**src/shared/sensor_irq_pkg.sv**
```systemverilog
// Summary of operation
// - the alert pin is driven only while the pin output-enable bit is set, else it stays idle.
// - with the pin output-enable bit set, the alert pin is asserted whenever the source mask ANDed with the pending flags is nonzero.
// - writing a one to a flag bit clears exactly that flag.
// - when each flag is set follows from the source mask alone; the two mode registers are only stored and read back.
// - with mask bit 2 set, proximity one sets its flag after every sample, else never.
// - with mask bit 3 set, proximity two sets its flag after every sample, else never.
// - with mask bit 4 set, proximity three sets its flag after every sample, else never.
// - mask field 1:0 at 00 gives no ambient flag, at 01 every visible or uv sample sets it.
package sensor_irq_pkg;

  // ----------------------------------------
  // register offsets
  // ----------------------------------------
  localparam logic [7:0] alert_pin_config_off     = 8'h03;
  localparam logic [7:0] source_enable_mask_off   = 8'h04;
  localparam logic [7:0] interrupt_mode_one_off   = 8'h05;
  localparam logic [7:0] interrupt_mode_two_off   = 8'h06;
  localparam logic [7:0] pending_source_flags_off = 8'h21;

  // ----------------------------------------
  // field positions
  // ----------------------------------------
  localparam int pin_oe_bit      = 0;
  localparam int ambient_lo_bit  = 0;
  localparam int ambient_hi_bit  = 1;
  localparam int prox_one_bit    = 2;
  localparam int prox_two_bit    = 3;
  localparam int prox_three_bit  = 4;
  localparam int flag_width      = 5;
  localparam logic [1:0] ambient_every_sample = 2'h1;

  // ----------------------------------------
  // reset values
  // ----------------------------------------
  localparam logic [7:0] alert_pin_config_rst     = 8'h00;
  localparam logic [4:0] source_enable_mask_rst   = 5'h00;
  localparam logic [7:0] interrupt_mode_rst       = 8'h00;
  localparam logic [4:0] pending_source_flags_rst = 5'h00;

  // ----------------------------------------
  // serial link
  // ----------------------------------------
  localparam logic [6:0] link_address_dflt = 7'h5a;  // arbitrary
  localparam logic [3:0] bits_per_byte     = 4'h8;

  typedef enum logic [3:0] {
    st_idle  = 4'h0,
    st_addr  = 4'h1,
    st_aack  = 4'h3,
    st_reg   = 4'h2,
    st_rack  = 4'h6,
    st_wdata = 4'h7,
    st_wack  = 4'h5,
    st_rdata = 4'h4,
    st_mack  = 4'hc
  } link_state_type;

endpackage

```
**src/pin_sync.sv**
```systemverilog
`timescale 1ns/1ps
module pin_sync #(
  parameter int width = 2
) (
  input  wire logic             clk_sys,
  input  wire logic             rstn,
  input  wire logic [width-1:0] pin_in,
  output logic      [width-1:0] pin_out
);

  // ----------------------------------------
  // two flip-flops per bit
  // ----------------------------------------
  genvar i;
  generate
    for (i = 0; i < width; i++) begin : g_bit
      logic stage_a_r;
      logic stage_b_r;
      always_ff @(posedge clk_sys or negedge rstn) begin
        if (!rstn) begin
          stage_a_r <= 1'b1;
          stage_b_r <= 1'b1;
        end else begin
          stage_a_r <= pin_in[i];
          stage_b_r <= stage_a_r;
        end
      end
      assign pin_out[i] = stage_b_r;
    end
  endgenerate

endmodule // pin_sync

```
**src/sensor_interrupt_logic.sv**
```systemverilog
`timescale 1ns/1ps
module sensor_interrupt_logic #(
  parameter logic [6:0] link_address = sensor_irq_pkg::link_address_dflt
) (
  input  wire logic clk_sys,
  input  wire logic rstn,
  input  wire logic scl,
  input  wire logic sda_in,
  output logic      sda_out,
  output logic      sda_oe,
  input  wire logic prox_one_sample,
  input  wire logic prox_two_sample,
  input  wire logic prox_three_sample,
  input  wire logic visible_sample,
  input  wire logic uv_sample,
  output logic      alert_n
);

  // ----------------------------------------
  // pin sampling
  // ----------------------------------------
  logic [1:0] pins_s;
  logic       scl_s;
  logic       sda_s;
  logic       scl_d_r;
  logic       sda_d_r;
  logic       scl_rise;
  logic       scl_fall;
  logic       start_cond;
  logic       stop_cond;

  pin_sync #(.width(2)) u_sync (
    .clk_sys (clk_sys),
    .rstn    (rstn),
    .pin_in  ({scl, sda_in}),
    .pin_out (pins_s)
  );

  assign scl_s      = pins_s[1];
  assign sda_s      = pins_s[0];
  assign scl_rise   = scl_s & ~scl_d_r;
  assign scl_fall   = ~scl_s & scl_d_r;
  assign start_cond = scl_s & scl_d_r & sda_d_r & ~sda_s;
  assign stop_cond  = scl_s & scl_d_r & ~sda_d_r & sda_s;

  always_ff @(posedge clk_sys or negedge rstn) begin
    if (!rstn) begin
      scl_d_r <= 1'b1;
      sda_d_r <= 1'b1;
    end else begin
      scl_d_r <= scl_s;
      sda_d_r <= sda_s;
    end
  end

  // ----------------------------------------
  // registers
  // ----------------------------------------
  logic [7:0] pin_cfg_r;
  logic [7:0] pin_cfg_nxt;
  logic [4:0] mask_r;
  logic [4:0] mask_nxt;
  logic [7:0] mode_one_r;
  logic [7:0] mode_one_nxt;
  logic [7:0] mode_two_r;
  logic [7:0] mode_two_nxt;
  logic [4:0] flags_r;
  logic [4:0] flags_nxt;
  logic [4:0] flag_set;
  logic [4:0] flag_clr;
  logic       alert_r;
  logic       alert_nxt;
  logic       wr_en;
  logic [7:0] wr_addr;
  logic [7:0] wr_data;
  logic [7:0] rd_data;

  // ----------------------------------------
  // serial link state
  // ----------------------------------------
  sensor_irq_pkg::link_state_type state_r;
  sensor_irq_pkg::link_state_type state_nxt;
  logic [3:0] cnt_r;
  logic [3:0] cnt_nxt;
  logic [7:0] shift_r;
  logic [7:0] shift_nxt;
  logic [7:0] ptr_r;
  logic [7:0] ptr_nxt;
  logic       rw_r;
  logic       rw_nxt;
  logic       drv_r;
  logic       drv_nxt;
  logic       nack_r;
  logic       nack_nxt;

  always_comb begin
    rd_data = 8'h00;
    case (ptr_r)
      sensor_irq_pkg::alert_pin_config_off:     rd_data = pin_cfg_r;
      sensor_irq_pkg::source_enable_mask_off:   rd_data = {3'h0, mask_r};
      sensor_irq_pkg::interrupt_mode_one_off:   rd_data = mode_one_r;
      sensor_irq_pkg::interrupt_mode_two_off:   rd_data = mode_two_r;
      sensor_irq_pkg::pending_source_flags_off: rd_data = {3'h0, flags_r};
      default:                                  rd_data = 8'h00;
    endcase
  end

  always_comb begin
    state_nxt = state_r;
    cnt_nxt   = cnt_r;
    shift_nxt = shift_r;
    ptr_nxt   = ptr_r;
    rw_nxt    = rw_r;
    drv_nxt   = drv_r;
    nack_nxt  = nack_r;
    wr_en     = 1'b0;
    wr_addr   = ptr_r;
    wr_data   = shift_r;
    if (start_cond) begin
      state_nxt = sensor_irq_pkg::st_addr;
      cnt_nxt   = 4'h0;
      drv_nxt   = 1'b0;
    end else if (stop_cond) begin
      state_nxt = sensor_irq_pkg::st_idle;
      drv_nxt   = 1'b0;
    end else if (scl_rise) begin
      case (state_r)
        sensor_irq_pkg::st_addr, sensor_irq_pkg::st_reg, sensor_irq_pkg::st_wdata: begin
          shift_nxt = {shift_r[6:0], sda_s};
          cnt_nxt   = cnt_r + 4'h1;
        end
        sensor_irq_pkg::st_rdata: cnt_nxt = cnt_r + 4'h1;
        sensor_irq_pkg::st_mack:  nack_nxt = sda_s;
        default:                  cnt_nxt = cnt_r;
      endcase
    end else if (scl_fall) begin
      case (state_r)
        sensor_irq_pkg::st_addr: begin
          if (cnt_r == sensor_irq_pkg::bits_per_byte) begin
            if (shift_r[7:1] == link_address) begin
              state_nxt = sensor_irq_pkg::st_aack;
              rw_nxt    = shift_r[0];
              drv_nxt   = 1'b1;
            end else begin
              state_nxt = sensor_irq_pkg::st_idle;
            end
          end
        end
        sensor_irq_pkg::st_aack: begin
          cnt_nxt = 4'h0;
          if (rw_r) begin
            state_nxt = sensor_irq_pkg::st_rdata;
            shift_nxt = rd_data;
            drv_nxt   = ~rd_data[7];
            ptr_nxt   = ptr_r + 8'h01;
          end else begin
            state_nxt = sensor_irq_pkg::st_reg;
            drv_nxt   = 1'b0;
          end
        end
        sensor_irq_pkg::st_reg: begin
          if (cnt_r == sensor_irq_pkg::bits_per_byte) begin
            state_nxt = sensor_irq_pkg::st_rack;
            ptr_nxt   = shift_r;
            drv_nxt   = 1'b1;
          end
        end
        sensor_irq_pkg::st_wdata: begin
          if (cnt_r == sensor_irq_pkg::bits_per_byte) begin
            state_nxt = sensor_irq_pkg::st_wack;
            wr_en     = 1'b1;
            ptr_nxt   = ptr_r + 8'h01;
            drv_nxt   = 1'b1;
          end
        end
        sensor_irq_pkg::st_rack, sensor_irq_pkg::st_wack: begin
          state_nxt = sensor_irq_pkg::st_wdata;
          cnt_nxt   = 4'h0;
          drv_nxt   = 1'b0;
        end
        sensor_irq_pkg::st_rdata: begin
          if (cnt_r == sensor_irq_pkg::bits_per_byte) begin
            state_nxt = sensor_irq_pkg::st_mack;
            drv_nxt   = 1'b0;
          end else begin
            shift_nxt = {shift_r[6:0], 1'b0};
            drv_nxt   = ~shift_r[6];
          end
        end
        sensor_irq_pkg::st_mack: begin
          cnt_nxt = 4'h0;
          if (nack_r) begin
            state_nxt = sensor_irq_pkg::st_idle;
          end else begin
            state_nxt = sensor_irq_pkg::st_rdata;
            shift_nxt = rd_data;
            drv_nxt   = ~rd_data[7];
            ptr_nxt   = ptr_r + 8'h01;
          end
        end
        default: state_nxt = state_r;
      endcase
    end
  end

  always_ff @(posedge clk_sys or negedge rstn) begin
    if (!rstn) begin
      state_r <= sensor_irq_pkg::st_idle;
      cnt_r   <= 4'h0;
      shift_r <= 8'h00;
      ptr_r   <= 8'h00;
      rw_r    <= 1'b0;
      drv_r   <= 1'b0;
      nack_r  <= 1'b1;
    end else begin
      state_r <= state_nxt;
      cnt_r   <= cnt_nxt;
      shift_r <= shift_nxt;
      ptr_r   <= ptr_nxt;
      rw_r    <= rw_nxt;
      drv_r   <= drv_nxt;
      nack_r  <= nack_nxt;
    end
  end

  assign sda_out = 1'b0;
  assign sda_oe  = drv_r;

  // ----------------------------------------
  // flag setting and clearing
  // ----------------------------------------
  always_comb begin
    flag_set = 5'h00;
    flag_set[sensor_irq_pkg::prox_one_bit]   = prox_one_sample
      & mask_r[sensor_irq_pkg::prox_one_bit];
    flag_set[sensor_irq_pkg::prox_two_bit]   = prox_two_sample
      & mask_r[sensor_irq_pkg::prox_two_bit];
    flag_set[sensor_irq_pkg::prox_three_bit] = prox_three_sample
      & mask_r[sensor_irq_pkg::prox_three_bit];
    flag_set[sensor_irq_pkg::ambient_lo_bit] = (visible_sample | uv_sample)
      & (mask_r[sensor_irq_pkg::ambient_hi_bit:sensor_irq_pkg::ambient_lo_bit]
         == sensor_irq_pkg::ambient_every_sample);
  end

  always_comb begin
    pin_cfg_nxt  = pin_cfg_r;
    mask_nxt     = mask_r;
    mode_one_nxt = mode_one_r;
    mode_two_nxt = mode_two_r;
    flag_clr     = 5'h00;
    if (wr_en) begin
      case (wr_addr)
        sensor_irq_pkg::alert_pin_config_off:     pin_cfg_nxt  = wr_data;
        sensor_irq_pkg::source_enable_mask_off:   mask_nxt     = wr_data[4:0];
        sensor_irq_pkg::interrupt_mode_one_off:   mode_one_nxt = wr_data;
        sensor_irq_pkg::interrupt_mode_two_off:   mode_two_nxt = wr_data;
        sensor_irq_pkg::pending_source_flags_off: flag_clr     = wr_data[4:0];
        default:                                  flag_clr     = 5'h00;
      endcase
    end
    flags_nxt = (flags_r & ~flag_clr) | flag_set;
    alert_nxt = pin_cfg_r[sensor_irq_pkg::pin_oe_bit]
              & (|(mask_r & flags_r));
  end

  always_ff @(posedge clk_sys or negedge rstn) begin
    if (!rstn) begin
      pin_cfg_r  <= sensor_irq_pkg::alert_pin_config_rst;
      mask_r     <= sensor_irq_pkg::source_enable_mask_rst;
      mode_one_r <= sensor_irq_pkg::interrupt_mode_rst;
      mode_two_r <= sensor_irq_pkg::interrupt_mode_rst;
      flags_r    <= sensor_irq_pkg::pending_source_flags_rst;
      alert_r    <= 1'b0;
    end else begin
      pin_cfg_r  <= pin_cfg_nxt;
      mask_r     <= mask_nxt;
      mode_one_r <= mode_one_nxt;
      mode_two_r <= mode_two_nxt;
      flags_r    <= flags_nxt;
      alert_r    <= alert_nxt;
    end
  end

  assign alert_n = ~alert_r;

endmodule // sensor_interrupt_logic

```
**config.mk**
```make
export PLATFORM = sky130hd
export DESIGN_NAME = sensor_interrupt_logic
export DESIGN_NICKNAME = d
export VERILOG_FILES = /design/src/shared/sensor_irq_pkg.sv /design/src/pin_sync.sv /design/src/sensor_interrupt_logic.sv
export SDC_FILE = /design/constraint.sdc
export NUM_CORES = 1
export LEC_CHECK = 0
export ABC_AREA = 1
export ABC_CLOCK_PERIOD_IN_PS = 2300
export BUFFER_PORTS_ARGS = -buffer_cell sky130_fd_sc_hd__buf_2
export CAP_MARGIN = 20
export CORE_ASPECT_RATIO = 0.7
export CORE_UTILIZATION = 40
export DETAILED_ROUTE_END_ITERATION = 8
export SETUP_SLACK_MARGIN = 0.2
export SLEW_MARGIN = 30
export SYNTH_ARGS = -nofsm -noshare
export SYNTH_HDL_FRONTEND = slang
export SYNTH_SLANG_ARGS = --single-unit
```
**constraint.sdc**
```tcl
create_clock -name clk_sys -period 2.3 [get_ports clk_sys]
set_input_delay 0.115 -clock clk_sys [delete_from_list [all_inputs] [get_ports clk_sys]]
set_output_delay 0.115 -clock clk_sys [all_outputs]
set_load 0.005 [all_outputs]
```
==> results.md, run 1 <==
- Clk_skew: 0.00615 ns
- Ratio of final minimum period to clock period: 85.2%
- Later-pin clock latency in the skew report: 0.33 ns
- Num CTS Buffers: 9
- Int Pwr: 2140 uW
- Fraction of final layout cells sized beyond drive strength 1: 10.9%
- Min-delay src: uv_sample
- Initial antenna violation count: 0
- Async S/R FF share, synth: 100%
- Clock transition at path regs: 0.06 ns
- Dpl hpwl: 6660 um
- Post-route setup TNS: 0 ns
- CP required: 2.52 ns
- # IOs: 12
- Distinct cell type count after synthesis: 32
- CTS tree: built
- Clock power share: 43.5%
- Synth Warn #: 0
- Top cells by area, synth: dfrtp_1 41%, nand2_1 16%, nor2_1 6.4%
- Worst Setup SP: scl_d_r
- Avg Inst Size Synth: 7.39 um^2
- Gate power share: 11.6%
- Fin. Hold Viols: 0
- Routed WL: 9150 um
- Final Net Count: 554
- Synthesized net count: roughly 530
- GRT overflow: 0
- Most common cell after layout, fill and taps aside: nand2_1
- Post-synth top flop: dfrtp_1
- Chip width: 118 um
- Top sig layer: met4
- Placed instance area: 3980 um^2
- Antenna-violating nets left: 0
- Wire per inst: 13.8 um
- Setup crit end kind: flop
- Met2 wire length: ~3500 um
- Crit Path Category: reg -> reg
- Largest net degree at the start of global routing: 37
- Pre-antenna DRT Iters: 5
- Util after Layout: 47.7%
- Slew margin rel.: 49.1%
- Synth top area share: 40.5%
- Switch Pwr: ~830 uW
- Yosys reg bits: about 70
- Initial Util: 41.4%
- Fmax: 510 MHz
- Final setup vio count: 0
- R2r startpoint: scl_d_r
- Leak: 0.00211 uW
- Via count: 3317
- Final Worst Setup Slack: 0.339 ns
- Metal-1 WL: 4970 um
- Leading area contributor after synthesis: dfrtp_1
- Die height: between 80 and 90 um
- H-tree depth: 3
- WHS: 0.0568 ns
- Switching Share: 28.0%
- Status: completed
- Via density: 5.00
- Maximum vdd drop: slightly above 0.0004 V
- Core area: 9110 um^2
- CP arrival: 2.18 ns
- Post-route design area: 4350 um^2
- RSZ-0062 raised after global routing: false
- CTS Buffer Depth: 2
- PortBufs: 10
- Clock sinks: 68
- Sequential share of power: 44.9%
- Vias in the first global route: 3051
- Sequential fraction of the synthesis area: 45.4%
- Pre-CTS setup slack: roughly 0.15 ns
- Met3 WL post-DR: between 500 and 600 um
- CTS root buf: clkbuf_16
- DR DRC count: 0
- Power density over the cells: about 700 nW/um^2
- Pins Over Slew Limit: 0
- Post-synth EDFFs: 0
- Total track usage: around 20%
- First-pass GRT wire length: 15500 um
- Final RePlAce weighted congestion: 0.909
- Synth-to-layout area growth: 15.3%
- Worst Hold Class: in -> reg
- Crit path max fanout: 6
- DR iter-0 viols: 278
- Worst-Margin Slew: between 0.7 and 0.8 ns
- Full die area: a little under 10000 um^2
- Mapped Cells: 510
- Most frequent cells in the layout: 156 x nand2_1, 62 x nor2_1, 61 x dfrtp_1, 51 x inv_1
- FP Rows: 29
- Maximum capacitance violations: 0
- Post-layout min period: 1.96 ns
- ANT cells: 0
- Startpoint class of the critical path: flop
- Cell Area, Synth: 3770 um^2
[area by class of cell]
type / instances / area (um^2)
Tap cell: 124 / 155
Clock buffer: 11 / 253
Inverter: 53 / 200
Sequential cell: 68 / 1710
Clock inverter: 4 / 25.0
Fill cell: 908 / 4760
Multi-Input combinational cell: 380 / 1810
Timing Repair Buffer: 24 / 195
[routing by layer]
| layer | global-route usage [%] | up-vias |
|---|---|---|
| met2 | 26.4 | 85 |
| li1 | - | 1686 |
| met4 | 6.29 | 0 |
| met3 | 4.60 | 11 |
| met5 | 0 | - |
| met1 | 32.4 | 1535 |
[path summary, 6_finish.rpt]
| kind | depth (start not counted) | slack (ns) | to |
|---|---|---|---|
| min in group asynchronous | 2 | 0.40 | state_r[0] |
| max in group asynchronous | 3 | 1.25 | mask_r[2] |
| max | 10 | 0.34 | flags_r[4] |
| min | 3 | 0.06 | flags_r[0] |
| min reg2reg | 0 | 0.35 | u_sync.g_bit[0].stage_b_r |
| max reg2reg | 10 | 0.34 | flags_r[4] |
[state kept, by name, summed over array words and instances, names as in the netlist, 2 cells and up]
name / cells
flags_r: 5
u_sync.g_bit.stage_b_r: 2
ptr_r: 8
mode_one_r: 8
cnt_r: 4
shift_r: 8
u_sync.g_bit.stage_a_r: 2
state_r: 4
pin_cfg_r: 8
mask_r: 5
mode_two_r: 8
[cells in the mapped netlist (7+ instances only)]
cell type / instances
o21ai_0: 39
nand3_1: 37
o21ai_1: 24
nor2_1: 64
inv_1: 51
nand4_1: 11
nand2_1: 157
dfstp_2: 7
a21oi_1: 12
ha_1: 9
dfrtp_1: 61
[through the flow]
| step | total power [uW] | instances |
|---|---|---|
| global route | 3120 | 664 |
| detailed placement | 1690 | 642 |
| global placement | 1680 | 642 |
| floorplan | 1540 | 510 |
| finish | 2970 | 664 |
| CTS | 3000 | 664 |
[cell families (layout without fill, tap and decap cells)]
kind of cell | count (synthesis) | count (layout) | synth area share, %
AO/OA/AOI/OAI | 81 | 81 | 11.1
flip-flops | 68 | 68 | 45.4
buffers and inverters | 62 | 92 | 7.00
XOR/XNOR | 4 | 4 | 0.930
adder cells (fa/ha/maj) | 9 | 9 | 2.99
AND/OR/NAND/NOR | 285 | 285 | 32.5
other | 1 | 1 | 0.0995
[worst max-delay path: stages, from the launching register on]
cell	delay (ns)
dfstp_2	0.54
inv_1	0.05
ha_1	0.21
clkinv_2	0.08
nand2_1	0.09
nor2_2	0.13
nor3b_4	0.24
buf_12	0.16
nand2_1	0.10
o21ai_0	0.16
nand2_1	0.07
[timing repair]
action                                 CTS  global route
gates resized for setup                  0             7
hold buffers                             6             0
pin swaps                                0             1
buffers inserted                         1             0
setup endpoints to repair               32            13
endpoints found under the hold margin   30             0
[power groups by stage]
stage / sequential [uW] / clock, uW / combinational [uW]
3_3_place_gp: 1350 / 0 / 331
3_5_place_dp: 1350 / 0 / 334
2_1_floorplan: 1330 / 0 / 211
4_1_cts: 1330 / 1320 / 343
6_report: 1340 / 1290 / 344
5_1_grt: 1340 / 1380 / 396
Note: power is estimated with default switching activity, not from simulation.
==> run 2, diff against run 1 <==
--- a/config.mk
+++ b/config.mk
@@ -5,7 +5,6 @@
 export SDC_FILE = /design/constraint.sdc
 export NUM_CORES = 1
 export LEC_CHECK = 0
-export ABC_AREA = 1
 export ABC_CLOCK_PERIOD_IN_PS = 2300
 export BUFFER_PORTS_ARGS = -buffer_cell sky130_fd_sc_hd__buf_2
 export CAP_MARGIN = 20
==> run 2 against run 1 <==
Against the previous run: power shrank 0.46%; global-route usage shrank 0.34 points; synthesized cell count shrank 27%; non-clock buffer count grew 21; wire length grew 6.4%; highest routed layer unchanged.
==> results.md, run 2 <==
- Synth Warn #: 0 (unchanged)
- Power density over the cells: 620 nW/um^2 (was 684 nW/um^2)
- Mapped Cells: 371 (was 510)
- Placed instance area: 4340 um^2 (was 3980 um^2)
- Slew margin rel.: 53.6% (was 49.1%)
- Core area: 9760 um^2 (was 9110 um^2)
- Setup crit end kind: flop (unchanged)
- Post-synth top flop: dfrtp_1 (unchanged)
- Avg Inst Size Synth: 10.9 um^2 (was 7.39 um^2)
- Post-synth EDFFs: 0 (unchanged)
- Most common cell after layout, fill and taps aside: dfrtp_1 (was nand2_1)
- Routed WL: 9740 um (was 9150 um)
- Pins Over Slew Limit: 0 (unchanged)
- First-pass GRT wire length: 15700 um (was 15500 um)
- DR DRC count: 0 (unchanged)
- Post-route design area: 4770 um^2 (was 4350 um^2)
- Num CTS Buffers: 9 (unchanged)
- Chip width: 122 um (was 118 um)
- # IOs: 12 (unchanged)
- CTS tree: built (unchanged)
- Hold depth: 2 (was 3)
- Post-layout min period: 2.05 ns (was 1.96 ns)
- Final setup vio count: 0 (unchanged)
- Fin. Hold Viols: 0 (unchanged)
- Maximum vdd drop: 0.000352 V (was 0.000403 V)
- Crit path max fanout: 8 (was 6)
- CP required: 2.52 ns (about the same)
- Pre-antenna DRT Iters: 4 (was 5)
- Via count: 3080 (was 3317)
- R2r startpoint: scl_d_r (unchanged)
- Ratio of final minimum period to clock period: 88.9% (was 85.2%)
- Synth top cells by count: 61 x dfrtp_1, 27 x nand2_1, 24 x mux2_4 (was 157 x nand2_1, 64 x nor2_1, 61 x dfrtp_1)
- Fraction of final layout cells sized beyond drive strength 1: 34.1% (was 10.9%)
- Final Net Count: 421 (was 554)
- ANT cells: 0 (unchanged)
- Worst reg-to-reg path cell count: 7 (was 10)
- CTS Buffer Depth: 2 (unchanged)
- CP arrival: 2.27 ns (was 2.18 ns)
- RSZ-0062 raised after global routing: true (was false)
- Cell Area, Synth: 4050 um^2 (was 3770 um^2)
- Full die area: 10500 um^2 (was 9820 um^2)
- FF-to-FF End: mode_two_r[0] (was flags_r[4])
- Worst-Margin Slew: 0.697 ns (was 0.763 ns)
- Leading area contributor after synthesis: dfrtp_1 (unchanged)
- Maximum capacitance violations: 0 (unchanged)
- Distinct cell type count after synthesis: 70 (was 32)
- Crit Path Category: reg -> reg (unchanged)
- Initial antenna violation count: 0 (unchanged)
- Clock transition at path regs: 0.06 ns (about the same)
- Dpl hpwl: 6820 um (was 6660 um)
- Synth-to-layout area growth: 17.9% (was 15.3%)
- Antenna-violating nets left: 0 (unchanged)
- Total track usage: 20.0% (was 20.3%)
- CTS root buf: clkbuf_16 (unchanged)
- Top cells by area, synth: dfrtp_1 38%, mux2_4 8.9%, mux2_2 5.3% (was dfrtp_1 41%, nand2_1 16%, nor2_1 6.4%)
- Clk_skew: 0.00642 ns (was 0.00615 ns)
- Min-delay src: prox_three_sample (was uv_sample)
- Reg-to-reg slack, setup: 0.25 ns (was 0.34 ns)
- Most frequent cells in the layout: 57 x dfrtp_1, 28 x buf_4, 27 x nand2_1, 24 x mux2_4 (was 156 x nand2_1, 62 x nor2_1, 61 x dfrtp_1, 51 x inv_1)
- Count leader, synth: dfrtp_1 (was nand2_1)
- Pwr Total: 2960 uW (was 2970 uW)
- FP Rows: 30 (was 29)
- Util after Layout: 48.9% (was 47.7%)
- Yosys reg bits: 68 (unchanged)
- Final RePlAce weighted congestion: 0.840 (was 0.909)
- Vias in the first global route: 2815 (was 3051)
- DR iter-0 viols: 180 (was 278)
- Die height: 86.2 um (was 83.2 um)
- WHS: 0.0146 ns (was 0.0568 ns)
- Filler instances: 870 (was 908)
- Worst Hold Endpoint: flags_r[4] (was flags_r[0])
- Post-route setup TNS: 0 ns (unchanged)
- Leak: 0.00222 uW (was 0.00211 uW)
- Wire per inst: 18.2 um (was 13.8 um)
- Largest net degree at the start of global routing: 42 (was 37)
- PortBufs: 10 (unchanged)
- Async S/R FF share, synth: 100% (unchanged)
- Worst Hold Class: in -> reg (unchanged)
- Via density: 5.75 (was 5.00)
- H-tree depth: 3 (unchanged)
- Initial Util: 41.5% (was 41.4%)
- Status: completed (unchanged)
- GRT overflow: 0 (unchanged)
- Fmax: 489 MHz (was 510 MHz)
- Synthesized net count: 389 (was 528)
- Startpoint class of the critical path: flop (unchanged)
- Clock sinks: 68 (unchanged)
- Later-pin clock latency in the skew report: 0.34 ns (was 0.33 ns)
- Synth top area share: 37.7% (was 40.5%)
- Sequential fraction of the synthesis area: 42.2% (was 45.4%)
## run 2: cell types whose count changed in the layout (fill, tap and decap cells not counted), sizes merged, moves of 6 or more
cell / delta
a21oi: +10
a222oi: +6
a22o: +6
buf: +23
inv: -41
mux2: +43
nand2: -132
nand2b: +6
nand3: -12
nand4: -8
nor2: -56
o211a: +7
o21ai: -40
## run 2: kinds of logic after synthesis
kind of cell             after synthesis  synth area share, %
AO/OA/AOI/OAI                         93                 16.7
XOR/XNOR                               5                 1.08
adder cells (fa/ha/maj)                9                 2.78
buffers and inverters                 35                 4.26
flip-flops                            68                 42.2
multiplexers                          45                 14.7
other                                  1               0.0926
AND/OR/NAND/NOR                      115                 18.2
## run 2: layer usage
| metal | GRT usage (%) | part of all wire, % | vias to the layer above | wire length (um) |
|---|---|---|---|---|
| li1 | - | - | 1428 | - |
| met4 | 5.99 | 1.3 | 0 | 125 |
| met3 | 5.20 | 5.1 | 12 | 493 |
| met2 | 25.9 | 40 | 86 | 3940 |
| met1 | 31.6 | 53 | 1554 | 5180 |
| met5 | 0 | 0 | - | 0 |
## run 2: per-stage QoR
stage,cells,setup WS (ns)
3_5_place_dp,509,0.0873
6_report,536,0.255
5_1_grt,536,0.181
3_3_place_gp,509,0.136
2_1_floorplan,371,0.203
4_1_cts,529,0.197
## run 2: power by group
part	total, uW	leakage [uW]	switching, uW	internal, uW
Combinational	264	0.00116	135	130
Sequential	1290	0.000916	60.3	1230
Clock	1400	0.000144	538	866
## run 2: worst max path at each step
stage / start / end / cells past startpoint
2_1_floorplan: scl_d_r / shift_r[0] / 9
3_3_place_gp: scl_d_r / mode_two_r[6] / 7
3_5_place_dp: scl_d_r / mode_two_r[0] / 7
4_1_cts: scl_d_r / mode_two_r[0] / 7
5_1_grt: scl_d_r / mode_two_r[0] / 7
6_report: scl_d_r / mode_two_r[0] / 7
## run 2: critical path, stage by stage, from the launching register on
cell and delay, ns:
dfstp_2 0.54, inv_2 0.04, ha_4 0.17, and2b_2 0.24, nand3_4 0.10, nor3_4 0.32, nand2_4 0.19, mux2_4 0.34
## run 2: layout make-up
class / instances / area [um^2] / share of cell area, %
timing repair buffer: 45 / 354 / 7.42
sequential: 68 / 1720 / 35.9
tap: 128 / 160 / 3.36
inverter: 11 / 41.3 / 0.865
clock inverter: 6 / 63.8 / 1.34
multi-input combinational: 268 / 2200 / 46.1
clock buffer: 10 / 239 / 5.01
## run 2: what timing repair did
action                                  CTS  global route
hold endpoints to repair                 29             0
buffers inserted                          1             7
pin swaps                                 2             3
hold buffers                              3             0
gates resized for setup                   3             8
endpoints found under the setup margin   45            51
==> run 3, diff against run 2 <==
--- a/config.mk
+++ b/config.mk
@@ -5,7 +5,7 @@
 export SDC_FILE = /design/constraint.sdc
 export NUM_CORES = 1
 export LEC_CHECK = 0
-export ABC_CLOCK_PERIOD_IN_PS = 2300
+export ABC_CLOCK_PERIOD_IN_PS = 2600
 export BUFFER_PORTS_ARGS = -buffer_cell sky130_fd_sc_hd__buf_2
 export CAP_MARGIN = 20
 export CORE_ASPECT_RATIO = 0.7
==> constraint.sdc (replaced) <==
create_clock -name clk_sys -period 2.6 [get_ports clk_sys]
set_input_delay 0.13 -clock clk_sys [delete_from_list [all_inputs] [get_ports clk_sys]]
set_output_delay 0.13 -clock clk_sys [all_outputs]
set_load 0.005 [all_outputs]
==> run 3 against run 2 <==
Against the previous run: power shrank 11%; final area fell by 3.5%; sequential power shrank 12%; largest cell class unchanged; largest power group unchanged.
==> results.md, run 3 (synthesized netlist as in run 2, its figures left out) <==
- CTS tree: built (unchanged)
- Via count: 2989 (was 3080)
- Power density over the cells: 570 nW/um^2 (was 620 nW/um^2)
- Fin. Hold Viols: 0 (unchanged)
- Status: completed (unchanged)
- Initial antenna violation count: 0 (unchanged)
- Slowest stage cell, crit path: dfstp_2 (unchanged)
- ANT cells: 0 (unchanged)
- CTS root buf: clkbuf_16 (unchanged)
- WHS: 0.0244 ns (was 0.0146 ns)
- Total track usage: 19.8% (was 20.0%)
- Pwr Total: 2620 uW (was 2960 uW)
- Hold depth: 2 (unchanged)
- Antenna-violating nets left: 0 (unchanged)
- Final RePlAce weighted congestion: 0.871 (was 0.840)
- Later-pin clock latency in the skew report: 0.34 ns (about the same)
- Slew margin rel.: 61.1% (was 53.6%)
- Chip width: 122 um (unchanged)
- Worst Hold Class: in -> reg (unchanged)
- Initial Util: 41.5% (unchanged)
- R2r startpoint: scl_d_r (unchanged)
- Leak: 0.00212 uW (was 0.00222 uW)
- Crit Path Category: reg -> reg (unchanged)
- Via density: 5.77 (was 5.75)
- Maximum capacitance violations: 0 (unchanged)
- Post-route setup TNS: 0 ns (unchanged)
- FF-to-FF End: mode_two_r[0] (unchanged)
- Most frequent cells in the layout: 61 x dfrtp_1, 27 x nand2_1, 24 x mux2_4 (was 57 x dfrtp_1, 28 x buf_4, 27 x nand2_1, 24 x mux2_4)
- Startpoint class of the critical path: flop (unchanged)
- Wire per inst: 18.6 um (was 18.2 um)
- Final Net Count: 403 (was 421)
- Footprint of the multi-input gates: 2180 um^2 (was 2200 um^2)
- Full die area: 10500 um^2 (unchanged)
- Final setup vio count: 0 (unchanged)
- Die height: 86.2 um (unchanged)
- Clk_skew: 0.00925 ns (was 0.00642 ns)
- Vias in the first global route: 2842 (was 2815)
- Post-layout min period: 2.30 ns (was 2.05 ns)
- Critical-path cell list: inv_1, ha_1, and2b_2, nand3_4, nor3_4, buf_4, nand2_4, mux2_4 (was inv_2, ha_4, and2b_2, nand3_4, nor3_4, nand2_4, mux2_4)
- CTS Buffer Depth: 2 (unchanged)
- H-tree depth: 3 (unchanged)
- Filler instances: 883 (was 870)
- Synth-to-layout area growth: 13.7% (was 17.9%)
- Dpl hpwl: 6600 um (was 6820 um)
- Most common cell after layout, fill and taps aside: dfrtp_1 (unchanged)
- Crit path max fanout: 8 (unchanged)
- Clock transition at path regs: 0.06 ns (about the same)
- Min-delay src: prox_three_sample (unchanged)
- Pre-antenna DRT Iters: 5 (was 4)
- CP required: 2.82 ns (was 2.52 ns)
- RSZ-0062 raised after global routing: false (was true)
- CP arrival: 2.52 ns (was 2.27 ns)
- Fmax: 436 MHz (was 489 MHz)
- Core area: 9760 um^2 (unchanged)
- Maximum vdd drop: 0.000402 V (was 0.000352 V)
- DR DRC count: 0 (unchanged)
- PortBufs: 10 (unchanged)
- Top delay family on crit path: simple AND/OR/NAND/NOR gates (unchanged)
- Worst-Margin Slew: 0.582 ns (was 0.697 ns)
- Reg area: 1710 um^2 (was 1720 um^2)
- Routed WL: 9640 um (was 9740 um)
- Num CTS Buffers: 9 (unchanged)
- Ratio of final minimum period to clock period: 88.3% (was 88.9%)
- First-pass GRT wire length: 15600 um (was 15700 um)
- Clock sinks: 68 (unchanged)
- Largest net degree at the start of global routing: 69 (was 42)
- Setup crit end kind: flop (unchanged)
- Reg-to-reg slack, setup: 0.30 ns (was 0.25 ns)
- Pins Over Slew Limit: 0 (unchanged)
- Worst reg-to-reg path cell count: 8 (was 7)
- Worst Hold Endpoint: flags_r[4] (unchanged)
- FP Rows: 30 (unchanged)
- DR iter-0 viols: 324 (was 180)
- # IOs: 12 (unchanged)
- Crit path buf inv count: 2 (was 1)
- GRT overflow: 0 (unchanged)
- Biggest cell delay along the critical path: 0.54 ns (about the same)
- Fraction of final layout cells sized beyond drive strength 1: 29.5% (was 34.1%)
## run 3: per-stage QoR
stage / std cells / utilization [%] / setup WS [ns] / area, um^2
6_report: 518 / 47.2 / 0.305 / 4600
5_1_grt: 518 / 47.2 / 0.201 / 4600
4_1_cts: 518 / 47.1 / 0.225 / 4600
3_5_place_dp: 498 / 43.4 / 0.146 / 4240
3_3_place_gp: 498 / 43.4 / 0.245 / 4240
2_1_floorplan: 371 / - / 0.428 / 4050
## run 3: how the worst max path moves through the flow
stage	startpoint	end	slack, ns	depth (start not counted)
floorplan	scl_d_r	mode_one_r[1]	0.43	7
global placement	scl_d_r	mode_two_r[2]	0.25	7
detailed placement	scl_d_r	mode_two_r[1]	0.15	7
CTS	u_sync.g_bit[1].stage_b_r	shift_r[6]	0.22	7
global route	scl_d_r	mode_two_r[0]	0.20	8
finish	scl_d_r	mode_two_r[0]	0.30	8
## run 3: routing by layer
metal  share of wire [%]  wire [um]  GRT usage (%)
met2                  39       3770           24.9
met3                 6.7        648           5.99
met1                  53       5060           31.1
met5                   0          0              0
met4                 1.7        161           6.21
## run 3: worst register-to-register path: cells and delay by family (launching register included)
family / cells / cell delay, ns
and+or+nand+nor: 4 / 0.79
DFF: 1 / 0.54
muxes: 1 / 0.35
adders and majority gates: 1 / 0.27
buffers and inverters: 2 / 0.22
## run 3: timing repair
| action | 4_1_cts | 5_1_grt |
|---|---|---|
| hold buffers | 3 | 0 |
| endpoints found under the hold margin | 63 | 0 |
| pin swaps | 1 | 0 |
| gates resized for setup | 1 | 3 |
| buffers inserted | 1 | 0 |
| setup endpoints to repair | 21 | 37 |
## run 3: cell type report
cell class                      instances  share of cell area [%]
Tap cell                              128                    3.48
Inverter                               11                   0.897
Clock inverter                          5                    1.30
Timing Repair Buffer                   27                    4.29
Sequential cell                        68                    37.1
Clock buffer                           11                    5.49
Multi-Input combinational cell        268                    47.4
## run 3: where the power goes
group          internal [uW]  switching, uW
Sequential              1090           48.4
Combinational           96.0            119
Clock                    796            476
Total                   1980            643
